`src/hw/fpsc_cfg.svh`:
```
/*
 Constants of the front panel settings controller: register offsets,
 field positions, reset values and timing counts.
 Assumes a 25 MHz system clock.
*/
`ifndef FPSC_CFG_SVH
`define FPSC_CFG_SVH

// =====================================================================
// Timing
`define CLK_HZ            25000000
`define EDIT_TIMEOUT_S    30
`define EDIT_TIMEOUT_CYC  (`EDIT_TIMEOUT_S * `CLK_HZ)
`define PHASE_MS          1000
`define PHASE_CYC         (`PHASE_MS * (`CLK_HZ / 1000))
`define BAUD              9600
`define BAUD_CYC          (`CLK_HZ / `BAUD)

// =====================================================================
// Register byte offsets
`define OFS_STATUS        8'h00
`define OFS_GAIN          8'h04
`define OFS_CONTROL       8'h08
`define OFS_OFFSET        8'h0C
`define OFS_BUSADDR       8'h10
`define OFS_UART          8'h14

// =====================================================================
// Control register fields
`define CTL_MUTE          0
`define CTL_REFMODE_LO    1
`define CTL_REFMODE_HI    2
`define CTL_REMOTE        3
`define CTL_IFACE         4

// =====================================================================
// Setting limits and reset values (gain in 0.5 dB units)
`define GAIN_MIN          7'h0A
`define GAIN_MAX          7'h46
`define OFFSET_LIMIT      13'sh07D0
`define RST_GAIN          7'h28
`define RST_REFMODE       2'h0
`define RST_OFFSET        12'h000
`define RST_ADDR          5'h00
`define ADDR_MAX          5'h1F
`define MENU_LAST         3'h7
`define CUR_RET           3'h4
`define REFMODE_LAST      2'h2

`endif

```
`src/hw/fpsc_pkg.sv`:
```
/*
 Types shared by the settings controller and its bench.
 Assumes nothing beyond a SystemVerilog compiler.
*/
package fpsc_pkg;

	typedef enum logic [2:0] {
		ST_PU_SEGMENTS = 3'b000,
		ST_PU_MODEL    = 3'b001,
		ST_PU_STATUS   = 3'b010,
		ST_NORMAL      = 3'b011,
		ST_EDIT        = 3'b100,
		ST_SAVE        = 3'b101
	} ctrl_state_type;

	typedef enum logic [1:0] {
		REF_INT  = 2'b00,
		REF_EXT  = 2'b01,
		REF_AUTO = 2'b10
	} ref_mode_type;

	typedef enum logic [2:0] {
		IND_INT    = 3'b000,
		IND_EXT    = 3'b001,
		IND_AUTO_E = 3'b010,
		IND_AUTO_I = 3'b011
	} ref_ind_type;

	typedef enum logic [3:0] {
		PG_STATUS  = 4'h0,
		PG_GAIN    = 4'h1,
		PG_MUTE    = 4'h2,
		PG_REFMODE = 4'h3,
		PG_OFFSET  = 4'h4,
		PG_REMOTE  = 4'h5,
		PG_IFACE   = 4'h6,
		PG_ADDR    = 4'h7,
		PG_SAVE    = 4'h8,
		PG_ALL_ON  = 4'h9,
		PG_MODEL   = 4'hA
	} disp_page_type;

	typedef struct packed {
		logic [6:0]  gain;
		logic        mute;
		logic [1:0]  ref_mode;
		logic [11:0] offset;
		logic        remote;
		logic        iface;
		logic [4:0]  addr;
	} settings_type;

endpackage

```
`src/hw/pin_sync.sv`:
```
/*
 Three-stage synchroniser for pins; a level is accepted once the
 second and third stages agree, and a rising change gives a pulse.
 Assumes raw inputs are asynchronous to clk.
*/
`timescale 1ns/1ps
`default_nettype none

module pin_sync #(
	parameter int WIDTH = 1
) (
	input  wire logic             clk,
	input  wire logic             reset,
	input  wire logic             ce,
	input  wire logic [WIDTH-1:0] raw,
	output var  logic [WIDTH-1:0] level,
	output var  logic [WIDTH-1:0] rise
);

	logic [WIDTH-1:0] s1_reg;
	logic [WIDTH-1:0] s2_reg;
	logic [WIDTH-1:0] s3_reg;
	logic [WIDTH-1:0] agree;

	// =================================================================
	// Stages; s1 feeds only s2 so metastability stays contained
	always_ff @(posedge clk or posedge reset) begin
		if (reset) begin
			s1_reg <= '0;
			s2_reg <= '0;
			s3_reg <= '0;
		end else if (ce) begin
			s1_reg <= raw;
			s2_reg <= s1_reg;
			s3_reg <= s2_reg;
		end
	end

	assign agree = ~(s2_reg ^ s3_reg);

	// Accepted level and one-cycle rise pulse
	always_ff @(posedge clk or posedge reset) begin
		if (reset) begin
			level <= '0;
			rise  <= '0;
		end else if (ce) begin
			level <= (s2_reg & agree) | (level & ~agree);
			rise  <= s2_reg & agree & ~level;
		end
	end

endmodule
`default_nettype wire

```
`src/hw/serial_tx.sv`:
```
/*
 Serial transmitter, one start bit, eight data bits LSB first,
 no parity, one stop bit.
 Assumes start is only pulsed while busy is low.
*/
`timescale 1ns/1ps
`default_nettype none
`include "fpsc_cfg.svh"

module serial_tx (
	input  wire logic       clk,
	input  wire logic       reset,
	input  wire logic       ce,
	input  wire logic       start,
	input  wire logic [7:0] data,
	output var  logic       txd,
	output var  logic       busy
);

	localparam logic [11:0] BIT_CYC = 12'(`BAUD_CYC);

	logic [11:0] baud_cnt_reg;
	logic [3:0]  bits_left_reg;
	logic [9:0]  shift_reg;

	// =================================================================
	// Frame shifter; the line idles high between frames
	always_ff @(posedge clk or posedge reset) begin
		if (reset) begin
			baud_cnt_reg  <= 12'h000;
			bits_left_reg <= 4'h0;
			shift_reg     <= 10'h3FF;
			txd           <= 1'b1;
			busy          <= 1'b0;
		end else if (ce) begin
			if (!busy && start) begin
				shift_reg     <= {1'b1, data, 1'b0};
				bits_left_reg <= 4'hA;
				baud_cnt_reg  <= 12'h000;
				busy          <= 1'b1;
				txd           <= 1'b0;
			end else if (busy) begin
				if (baud_cnt_reg == BIT_CYC - 12'h001) begin
					baud_cnt_reg  <= 12'h000;
					bits_left_reg <= bits_left_reg - 4'h1;
					shift_reg     <= {1'b1, shift_reg[9:1]};
					txd           <= shift_reg[1];
					if (bits_left_reg == 4'h1) begin
						busy <= 1'b0;
						txd  <= 1'b1;
					end
				end else begin
					baud_cnt_reg <= baud_cnt_reg + 12'h001;
				end
			end
		end
	end

endmodule
`default_nettype wire

```
`src/hw/panel_ctrl.sv`:
```
/*
 Front panel settings controller of a block downconverter: menu,
 edit and save sequence, edit timeout, power-up display steps,
 retained settings, reference selection, alarm and register port.
 Assumes switches, lock and level detector pins are asynchronous,
 a non-volatile store outside that presents its image at reset and
 takes a new one on a store pulse, and one 25 MHz clock.

*/
// The address map and the plain strobed port were left to the implementer.
`timescale 1ns/1ps
`default_nettype none
`include "fpsc_cfg.svh"

module panel_ctrl #(
	parameter int unsigned TIMEOUT_CYCLES = `EDIT_TIMEOUT_CYC,
	parameter int unsigned PHASE_CYCLES   = `PHASE_CYC
) (
	input  wire logic                    CLK,
	input  wire logic                    RESET,
	input  wire logic                    CE,
	input  wire logic                    MENU_SW,
	input  wire logic                    LEFT_SW,
	input  wire logic                    RIGHT_SW,
	input  wire logic                    UP_SW,
	input  wire logic                    DOWN_SW,
	input  wire logic [1:0]              PLL_LOCK,
	input  wire logic                    REF_LVL_OK,
	input  wire logic                    REF_LVL_LOW,
	input  wire logic [31:0]             NV_IN,
	input  wire logic                    NV_IN_VALID,
	input  wire logic [7:0]              ADDR,
	input  wire logic [31:0]             WDATA,
	input  wire logic                    WR,
	input  wire logic                    RD,
	output var  logic [31:0]             RDATA,
	output var  logic [31:0]             NV_OUT,
	output var  logic                    NV_STORE,
	output var  logic [6:0]              GAIN,
	output var  logic                    MUTE,
	output var  logic [11:0]             REF_OFFSET,
	output var  logic                    REMOTE_IFACE,
	output var  logic [4:0]              BUS_ADDR,
	output var  logic                    REF_USE_EXT,
	output var  logic                    REFERENCE_OUTPUT_CONNECTOR_EXT,
	output var  fpsc_pkg::ref_ind_type   DISP_REF,
	output var  fpsc_pkg::disp_page_type DISP_PAGE,
	output var  logic [2:0]              DISP_CURSOR,
	output var  logic                    DISP_YES,
	output var  logic                    ALARM_INDICATOR_LED,
	output var  logic                    ALARM_RELAY,
	output var  logic                    REMOTE_LED,
	output var  logic                    DC_POWER_INDICATOR_LED,
	output var  logic                    SER_TXD
);
	import fpsc_pkg::*;

	localparam settings_type RST_SETTINGS = '{
		gain: `RST_GAIN, mute: 1'b0, ref_mode: `RST_REFMODE,
		offset: `RST_OFFSET, remote: 1'b0, iface: 1'b0,
		addr: `RST_ADDR};

	// =================================================================
	// Signals
	ctrl_state_type state_reg;
	settings_type   work_reg;
	settings_type   saved_reg;
	settings_type   nv_image;
	logic [29:0]    idle_cnt_reg;
	logic [29:0]    phase_cnt_reg;
	logic [2:0]     menu_reg;
	logic [2:0]     cursor_reg;
	logic           yes_reg;
	logic           loaded_reg;
	logic [8:0]     pin_level;
	logic [8:0]     pin_rise;
	logic           p_menu, p_left, p_right, p_up, p_down, p_vert;
	logic           nv_load;
	logic           timeout_hit;
	logic           commit;
	logic           revert;
	logic           reg_wr;
	logic           tx_start;
	logic           tx_busy;
	logic           any_press;

	// =================================================================
	// Helpers
	function automatic logic [6:0] gain_step(input logic [2:0] pos);
		case (pos)
			3'h0:    gain_step = 7'h14; // 10 dB
			3'h1:    gain_step = 7'h02; // 1 dB
			3'h2:    gain_step = 7'h01; // 0.5 dB
			default: gain_step = 7'h00;
		endcase
	endfunction

	function automatic logic [6:0] bump_gain(input logic [6:0] g,
		input logic [6:0] st, input logic up);
		logic [7:0] t;
		t = 8'h00;
		if (up) begin
			t = {1'b0, g} + {1'b0, st};
			if (t > {1'b0, `GAIN_MAX}) t = {1'b0, `GAIN_MAX};
		end else if (g < `GAIN_MIN + st) begin
			t = {1'b0, `GAIN_MIN};
		end else begin
			t = {1'b0, g - st};
		end
		bump_gain = t[6:0];
	endfunction

	function automatic logic [11:0] bump_offset(input logic [11:0] o,
		input logic [2:0] pos, input logic up);
		logic signed [12:0] st;
		logic signed [12:0] t;
		case (pos)
			3'h0:    st = 13'sh03E8;
			3'h1:    st = 13'sh0064;
			3'h2:    st = 13'sh000A;
			default: st = 13'sh0001;
		endcase
		t = up ? $signed({o[11], o}) + st : $signed({o[11], o}) - st;
		if (t > `OFFSET_LIMIT) t = `OFFSET_LIMIT;
		if (t < -`OFFSET_LIMIT) t = -`OFFSET_LIMIT;
		bump_offset = t[11:0];
	endfunction

	// One vertical-switch action on the item of the current menu
	function automatic settings_type edit_item(input settings_type s,
		input logic [2:0] menu, input logic [2:0] pos, input logic up);
		edit_item = s;
		case (menu)
			3'h1: edit_item.gain = bump_gain(s.gain, gain_step(pos),
				up);
			3'h2: edit_item.mute = ~s.mute;
			3'h3: begin
				if (up) begin
					edit_item.ref_mode = (s.ref_mode >= `REFMODE_LAST) ?
						2'h0 : s.ref_mode + 2'h1;
				end else begin
					edit_item.ref_mode = (s.ref_mode == 2'h0) ?
						`REFMODE_LAST : s.ref_mode - 2'h1;
				end
			end
			3'h4: edit_item.offset = bump_offset(s.offset, pos, up);
			3'h5: edit_item.remote = ~s.remote;
			3'h6: edit_item.iface = ~s.iface;
			3'h7: edit_item.addr = up ? s.addr + 5'h01 : s.addr - 5'h01;
			default: edit_item = s;
		endcase
	endfunction

	// Register write applied to the stored settings
	function automatic settings_type reg_write(input settings_type s,
		input logic [7:0] a, input logic [31:0] d);
		reg_write = s;
		if (a == `OFS_GAIN) begin
			if (d[6:0] >= `GAIN_MIN && d[6:0] <= `GAIN_MAX)
				reg_write.gain = d[6:0];
		end else if (a == `OFS_CONTROL) begin
			reg_write.mute   = d[`CTL_MUTE];
			reg_write.remote = d[`CTL_REMOTE];
			reg_write.iface  = d[`CTL_IFACE];
			if (d[`CTL_REFMODE_HI:`CTL_REFMODE_LO] <= `REFMODE_LAST)
				reg_write.ref_mode =
					d[`CTL_REFMODE_HI:`CTL_REFMODE_LO];
		end else if (a == `OFS_OFFSET) begin
			if ($signed(d[12:0]) <= `OFFSET_LIMIT &&
				$signed(d[12:0]) >= -`OFFSET_LIMIT)
				reg_write.offset = d[11:0];
		end else if (a == `OFS_BUSADDR) begin
			reg_write.addr = d[4:0];
		end
	endfunction

	// =================================================================
	// Pin synchronisers
	pin_sync #(
		.WIDTH (9)
	) u_sync (
		.clk   (CLK),
		.reset (RESET),
		.ce    (CE),
		.raw   ({MENU_SW, LEFT_SW, RIGHT_SW, UP_SW, DOWN_SW,
			PLL_LOCK, REF_LVL_OK, REF_LVL_LOW}),
		.level (pin_level),
		.rise  (pin_rise)
	);

	assign p_menu    = pin_rise[8];
	assign p_left    = pin_rise[7];
	assign p_right   = pin_rise[6];
	assign p_up      = pin_rise[5];
	assign p_down    = pin_rise[4];
	assign p_vert    = p_up | p_down;
	assign any_press = |pin_rise[8:4];

	// =================================================================
	// Sequence events
	assign nv_image    = NV_IN_VALID ? settings_type'(NV_IN[28:0])
		: RST_SETTINGS;
	assign nv_load     = (state_reg == ST_PU_SEGMENTS) && !loaded_reg;
	assign timeout_hit = ((state_reg == ST_EDIT) ||
		(state_reg == ST_SAVE)) && !any_press &&
		(idle_cnt_reg == 30'(TIMEOUT_CYCLES - 1));
	assign commit = (state_reg == ST_SAVE) && p_menu && yes_reg;
	assign revert = timeout_hit ||
		((state_reg == ST_SAVE) && p_menu && !yes_reg);
	assign reg_wr = WR && (state_reg == ST_NORMAL);
	assign tx_start = WR && (ADDR == `OFS_UART) && !tx_busy;

	// =================================================================
	// Main state machine, power-up steps then menu
	always_ff @(posedge CLK or posedge RESET) begin
		if (RESET) begin
			state_reg     <= ST_PU_SEGMENTS;
			phase_cnt_reg <= 30'h00000000;
		end else if (CE) begin
			case (state_reg)
				ST_PU_SEGMENTS, ST_PU_MODEL, ST_PU_STATUS: begin
					if (phase_cnt_reg == 30'(PHASE_CYCLES - 1)) begin
						phase_cnt_reg <= 30'h00000000;
						state_reg <= ctrl_state_type'(state_reg +
							3'b001);
					end else begin
						phase_cnt_reg <= phase_cnt_reg + 30'h00000001;
					end
				end
				ST_NORMAL: begin
					if (p_menu) state_reg <= ST_EDIT;
				end
				ST_EDIT: begin
					if (timeout_hit) begin
						state_reg <= ST_NORMAL;
					end else if (p_menu && (cursor_reg == `CUR_RET ||
						menu_reg == `MENU_LAST)) begin
						state_reg <= ST_SAVE;
					end
				end
				ST_SAVE: begin
					if (p_menu || timeout_hit) state_reg <= ST_NORMAL;
				end
				default: state_reg <= ST_NORMAL;
			endcase
		end
	end

	// Idle counter; restarts on every switch action
	always_ff @(posedge CLK or posedge RESET) begin
		if (RESET) begin
			idle_cnt_reg <= 30'h00000000;
		end else if (CE) begin
			if (any_press || timeout_hit ||
				(state_reg != ST_EDIT && state_reg != ST_SAVE))
				idle_cnt_reg <= 30'h00000000;
			else
				idle_cnt_reg <= idle_cnt_reg + 30'h00000001;
		end
	end

	// Menu number, cursor and yes/no choice
	always_ff @(posedge CLK or posedge RESET) begin
		if (RESET) begin
			menu_reg   <= 3'h1;
			cursor_reg <= 3'h0;
			yes_reg    <= 1'b1;
		end else if (CE) begin
			if (state_reg == ST_NORMAL && p_menu) begin
				menu_reg   <= 3'h1;
				cursor_reg <= 3'h0;
			end else if (state_reg == ST_EDIT) begin
				if (p_menu) begin
					menu_reg   <= menu_reg + 3'h1;
					cursor_reg <= 3'h0;
					yes_reg    <= 1'b1;
				end else if (p_left && cursor_reg != 3'h0) begin
					cursor_reg <= cursor_reg - 3'h1;
				end else if (p_right && cursor_reg != `CUR_RET) begin
					cursor_reg <= cursor_reg + 3'h1;
				end
			end else if (state_reg == ST_SAVE && p_vert) begin
				yes_reg <= ~yes_reg;
			end
		end
	end

	// =================================================================
	// Working copy: what the panel edits; gain drives the path live
	always_ff @(posedge CLK or posedge RESET) begin
		if (RESET) begin
			work_reg <= RST_SETTINGS;
		end else if (CE) begin
			if (nv_load) begin
				work_reg <= nv_image;
			end else if (revert) begin
				work_reg <= saved_reg;
			end else if (reg_wr) begin
				work_reg <= reg_write(saved_reg, ADDR, WDATA);
			end else if (state_reg == ST_EDIT && p_vert &&
				!p_menu && cursor_reg != `CUR_RET) begin
				work_reg <= edit_item(work_reg, menu_reg, cursor_reg,
					p_up);
			end
		end
	end

	// Stored copy; only the power-up load, a confirmed save or a remote write changes it
	always_ff @(posedge CLK or posedge RESET) begin
		if (RESET) begin
			saved_reg  <= RST_SETTINGS;
			loaded_reg <= 1'b0;
			NV_STORE   <= 1'b0;
			NV_OUT     <= 32'h00000000;
		end else if (CE) begin
			NV_STORE <= 1'b0;
			if (nv_load) begin
				saved_reg  <= nv_image;
				loaded_reg <= 1'b1;
			end else if (commit) begin
				saved_reg <= work_reg;
				NV_OUT    <= {3'h0, work_reg};
				NV_STORE  <= 1'b1;
			end else if (reg_wr && ADDR != `OFS_UART) begin
				saved_reg <= reg_write(saved_reg, ADDR, WDATA);
				NV_OUT    <= {3'h0, reg_write(saved_reg, ADDR, WDATA)};
				NV_STORE  <= 1'b1;
			end
		end
	end

	// Applied settings; only gain follows the edit before saving
	always_ff @(posedge CLK or posedge RESET) begin
		if (RESET) begin
			GAIN         <= `RST_GAIN;
			MUTE         <= 1'b0;
			REF_OFFSET   <= `RST_OFFSET;
			REMOTE_IFACE <= 1'b0;
			BUS_ADDR     <= `RST_ADDR;
			REMOTE_LED   <= 1'b0;
		end else if (CE) begin
			GAIN         <= work_reg.gain;
			MUTE         <= saved_reg.mute;
			REF_OFFSET   <= saved_reg.offset;
			REMOTE_IFACE <= saved_reg.iface;
			BUS_ADDR     <= saved_reg.addr;
			REMOTE_LED   <= saved_reg.remote;
		end
	end

	// =================================================================
	// Reference selection; auto holds its choice between thresholds
	always_ff @(posedge CLK or posedge RESET) begin
		if (RESET) begin
			REF_USE_EXT                    <= 1'b0;
			REFERENCE_OUTPUT_CONNECTOR_EXT <= 1'b0;
			DISP_REF                       <= IND_INT;
		end else if (CE) begin
			case (ref_mode_type'(saved_reg.ref_mode))
				REF_EXT: begin
					REF_USE_EXT                    <= 1'b1;
					REFERENCE_OUTPUT_CONNECTOR_EXT <= 1'b1;
					DISP_REF                       <= IND_EXT;
				end
				REF_AUTO: begin
					if (pin_level[0]) begin
						REF_USE_EXT <= 1'b0;
						REFERENCE_OUTPUT_CONNECTOR_EXT <= 1'b0;
						DISP_REF <= IND_AUTO_I;
					end else if (pin_level[1]) begin
						REF_USE_EXT <= 1'b1;
						REFERENCE_OUTPUT_CONNECTOR_EXT <= 1'b1;
						DISP_REF <= IND_AUTO_E;
					end
				end
				default: begin
					REF_USE_EXT                    <= 1'b0;
					REFERENCE_OUTPUT_CONNECTOR_EXT <= 1'b0;
					DISP_REF                       <= IND_INT;
				end
			endcase
		end
	end

	// Alarm and power indicators
	always_ff @(posedge CLK or posedge RESET) begin
		if (RESET) begin
			ALARM_INDICATOR_LED    <= 1'b0;
			ALARM_RELAY            <= 1'b0;
			DC_POWER_INDICATOR_LED <= 1'b0;
		end else if (CE) begin
			ALARM_INDICATOR_LED    <= ~&pin_level[3:2];
			ALARM_RELAY            <= ~&pin_level[3:2];
			DC_POWER_INDICATOR_LED <= 1'b1;
		end
	end

	// =================================================================
	// Display page, cursor and save choice
	always_ff @(posedge CLK or posedge RESET) begin
		if (RESET) begin
			DISP_PAGE   <= PG_ALL_ON;
			DISP_CURSOR <= 3'h0;
			DISP_YES    <= 1'b0;
		end else if (CE) begin
			DISP_CURSOR <= cursor_reg;
			DISP_YES    <= yes_reg;
			case (state_reg)
				ST_PU_SEGMENTS: DISP_PAGE <= PG_ALL_ON;
				ST_PU_MODEL:    DISP_PAGE <= PG_MODEL;
				ST_EDIT:  DISP_PAGE <= disp_page_type'({1'b0, menu_reg});
				ST_SAVE:  DISP_PAGE <= PG_SAVE;
				default:  DISP_PAGE <= PG_STATUS;
			endcase
		end
	end

	// =================================================================
	// Register read port, data in the cycle after the strobe only
	always_ff @(posedge CLK or posedge RESET) begin
		if (RESET) begin
			RDATA <= 32'h00000000;
		end else if (CE) begin
			RDATA <= 32'h00000000;
			if (RD) begin
				if (ADDR == `OFS_STATUS)
					RDATA <= {24'h000000, tx_busy,
						state_reg == ST_EDIT || state_reg == ST_SAVE,
						3'(state_reg), 1'b0, ALARM_RELAY, REF_USE_EXT};
				else if (ADDR == `OFS_GAIN)
					RDATA <= {25'h0000000, saved_reg.gain};
				else if (ADDR == `OFS_CONTROL)
					RDATA <= {27'h0000000, saved_reg.iface,
						saved_reg.remote, saved_reg.ref_mode,
						saved_reg.mute};
				else if (ADDR == `OFS_OFFSET)
					RDATA <= {{20{saved_reg.offset[11]}},
						saved_reg.offset};
				else if (ADDR == `OFS_BUSADDR)
					RDATA <= {27'h0000000, saved_reg.addr};
				else if (ADDR == `OFS_UART)
					RDATA <= {31'h00000000, tx_busy};
			end
		end
	end

	// Remote serial link transmitter
	serial_tx u_tx (
		.clk   (CLK),
		.reset (RESET),
		.ce    (CE),
		.start (tx_start),
		.data  (WDATA[7:0]),
		.txd   (SER_TXD),
		.busy  (tx_busy)
	);

endmodule
`default_nettype wire

```
`config.mk`:
```
export PLATFORM = sky130hd
export DESIGN_NAME = panel_ctrl
export DESIGN_NICKNAME = d
export VERILOG_FILES = /design/src/hw/fpsc_pkg.sv /design/src/hw/pin_sync.sv /design/src/hw/serial_tx.sv /design/src/hw/panel_ctrl.sv
export VERILOG_INCLUDE_DIRS = /design/src /design/src/hw
export SDC_FILE = /design/constraint.sdc
export NUM_CORES = 1
export LEC_CHECK = 0
export BUFFER_PORTS_ARGS = -buffer_cell sky130_fd_sc_hd__buf_4
export CORE_ASPECT_RATIO = 0.9
export CORE_MARGIN = 1
export CORE_UTILIZATION = 50
export CTS_BUF_LIST = sky130_fd_sc_hd__clkbuf_4 sky130_fd_sc_hd__clkbuf_8
export CTS_CLUSTER_DIAMETER = 80
export DETAILED_ROUTE_END_ITERATION = 6
export PLACE_DENSITY = 0.66
export SLEW_MARGIN = 30
export SYNTH_ARGS = -nofsm -noshare
export SYNTH_HDL_FRONTEND = slang
export SYNTH_HIERARCHICAL = 1
export SYNTH_SLANG_ARGS = --single-unit
```
`constraint.sdc`:
```
create_clock -name CLK -period 18.8 [get_ports CLK]
set_clock_uncertainty 0.1 [all_clocks]
set_input_delay 3.76 -clock CLK [delete_from_list [all_inputs] [get_ports CLK]]
set_output_delay 3.76 -clock CLK [all_outputs]
set_load 0.05 [all_outputs]
```
==> results.md <==
- The run finished with clean final reports.
- Summing all non-filler instances in the final layout gives an area of about 19,000 µm².
- In this run the worst path has a maximum fanout of 63.
- The die covers roughly 34,000 µm².
- The layout has about 2,800 filler cells.
- The source of the worst register-to-register timing path is cursor_reg[0]$_DFFE_PP0P_.
- The clock tree from TritonCTS is done.
- The gate count of the mapped netlist is between 1,500 and 2,000.
- Clock latency on the worst-skew pair, taken at its later pin, is 0.63 ns.
- The buffer depth of the longest clock path is 3.
- Once detail routing completed, the nets flagged for antenna violations numbered 0.
- Summing all placed instances gives a cell area of ~18,000 µm².
- The top cell types in the final layout, fill and taps aside, are 259 x dfrtp_1, 186 x buf_4, 162 x nand2_1.
- The worst path in the final design needs a cycle of just over 6 ns, including I/O delays and setup.
- VDD sags by at most between 80 and 90 µV.
- The post-CTS resize count is 0.
- Counting instances, the worst hold path has a depth of 1.
- The routed design has about 47,000 µm of wire.
- The floorplan step defined a core boundary enclosing about 32,000 µm².
- The first global-routing pass estimated 74,500 µm of wire.
- The clock net in this run drives a total of between 200 and 300 sinks.
- The clock tree root driver cell is clkbuf_8.
- The total half-perimeter wirelength after legalization and detailed placement is roughly 33,000 µm.
- Across the run, the number of max-cap violations was 0.
- The actual transition at the worst max-transition pin is 0.893 ns.
- The number of endpoints with negative hold slack in the final report came to 0.
- The category of the critical setup timing path is primary input to flip-flop.
- The proportion of layout cells with a drive suffix above 1 is approximately 24%.
- The worst setup path is launched from a primary input.
- The worst hold path belongs to the class flip-flop to flip-flop.
- The critical path required time is roughly 19 ns.
- In this run, post-CTS hold repair placed 0 buffers.
- The count of TritonRoute iterations in the first routing pass is 5.
- In the routed design, unresolved DRC markers number 0.
- The number of placed cells counting well taps is 2,209.
- The number of cell instances on the worst register-to-register path is 21.
- The library cell used most frequently in the layout, excluding fill and tap cells, is dfrtp_1.
- The routed wire length per instance is 20.3 µm.
- The die span in y is roughly 170 µm.
- 196 I/O pins were placed.
- The final layout net count is approximately 2,000.
- The delay of the slowest cell on the worst path is between 0.6 and 0.7 ns.
- The count of non-filler cells in the finished layout is around 2,300.
- The total congestion overflow is 0.
- The most repeated library cell on the critical path is nor2_1.
- Measured against its own limit, the worst slew margin works out to around two fifths.
- Clock-pin slew was measured on the worst setup and hold paths at ~0.060 ns.
- Counting the buffers created by CTS gives 49.
- The netlist area before placement is 16,600 µm².
- The synthesized area per cell is around 9.6 µm².
- The global router's overall resource usage is approximately 28%.
- STA classifies the critical path endpoint as a flip-flop.
- Buffers placed on the I/O ports in this run total 169.
- The H-tree depth reported by CTS is 2.
- Of the available clock period, the critical path in the final layout requires 32.9%.
- For this design, the slowest cell found on the critical path is buf_4.
- The total number of yosys warnings is 6.
- The endpoint identified for the worst register-to-register timing path is work_reg[9]$_DFFE_PP0P_.
- Final hold analysis gives a worst-case slack of about 0.35 ns.
- Detailed routing inserted a total of 13,749 vias.
- Setup repair after global routing left no endpoint under its margin.
- The row count is between 60 and 70.
- The maximum number of pins on one net before global-route repair is between 100 and 150.
- The area growth from synthesis to layout is 14.6%.
- Power spread over the standard cell area amounts to 86.7 nW/µm².
- The starting utilization of the core area is around half.
- The initial antenna violation count was 2.
- Tracing the worst setup path back leads to its startpoint at CE.
- In the routed layout, each cell is associated on average with a via count of 5.98.
- The worst hold path terminates at u_sync/rise[8]$_DFFE_PP0P_.
- The slack of the worst reg-to-reg path is around 13 ns.
- The total setup violations reported at the end of the flow is 0.
- Routability-driven placement finished with a final weighted congestion of roughly 0.95.
- Measured along the x axis, the die boundary spans 194 µm.
- Total power for the finished layout comes to around 1.6 mW.
- The first routing iteration left 1,198 violations.
- The data arrival time at the worst-slack endpoint is roughly 6.5 ns.
- The peak clock frequency supported by timing is between 150 and 200 MHz.
- The via count of the first global-routing pass is 13,387.
- The critical path goes through buf_4 > buf_4 > nand3_1 > nor2_1 > nand4_1 > nor2_1 > nand4_1 > nor3_1 > xnor2_1 > nor2_1.
- The setup total negative slack is 0 ns.
- The final max-slew violation count is 0.
- The setup fix buffers added after clock tree synthesis is 0.
- Summed over all cells, the static leakage comes to 8.64 nW.
[power by group]
part           leakage, nW  internal [mW]  switching [mW]
Clock                0.558          0.333           0.261
Combinational         4.50          0.143           0.193
Sequential            3.58          0.661          0.0556
[final cells by class]
cell class / count / area [µm²] / area share [%]
clock inverters: 10 / 95.1 / 0.501
multi-input cells: 1262 / 8800 / 46.3
repair buffers: 186 / 1400 / 7.35
inverters: 67 / 259 / 1.36
clock buffers: 78 / 942 / 4.96
diodes: 1 / 2.50 / 0.0132
flip-flops and latches: 278 / 6980 / 36.7
well taps: 416 / 520 / 2.74
[how the worst max path moves through the flow]
stage	end	slack, ns	cells after the start
global route	idle_cnt_reg[27]$_DFFE_PP0P_	12.39	10
floorplan	ALARM_RELAY$_DFFE_PP0P_	9.19	1
global placement	u_tx/shift_reg[4]$_DFFE_PP1P_	12.05	8
detailed placement	idle_cnt_reg[27]$_DFFE_PP0P_	12.03	10
CTS	idle_cnt_reg[27]$_DFFE_PP0P_	12.67	10
finish	idle_cnt_reg[27]$_DFFE_PP0P_	12.62	10
[critical path: cells and delay by family]
family                    cells  cell delay [ns]
buffers and inverters         2             1.00
xor gates and xnor gates      1             0.16
and+or+nand+nor               7             1.59
[metal layers]
| metal | vias to the layer above | part of all wire (%) | global-route usage (%) |
|---|---|---|---|
| met4 | 2 | 3.2 | 11.1 |
| met2 | 518 | 43 | 41.0 |
| li1 | 6430 | - | - |
| met1 | 6706 | 46 | 40.1 |
| met5 | - | 0.024 | 0 |
| met3 | 93 | 7.8 | 5.29 |
[metrics by stage]
| step | utilization, % | worst slack (ns) |
|---|---|---|
| after floorplan | - | 9.19 |
| after global placement | 55.6 | 12.05 |
| after detailed placement | 55.6 | 12.03 |
| after CTS | 58.8 | 12.67 |
| after global routing | 58.9 | 12.39 |
| final | 58.9 | 12.62 |
(Power assumes the default switching activity.)
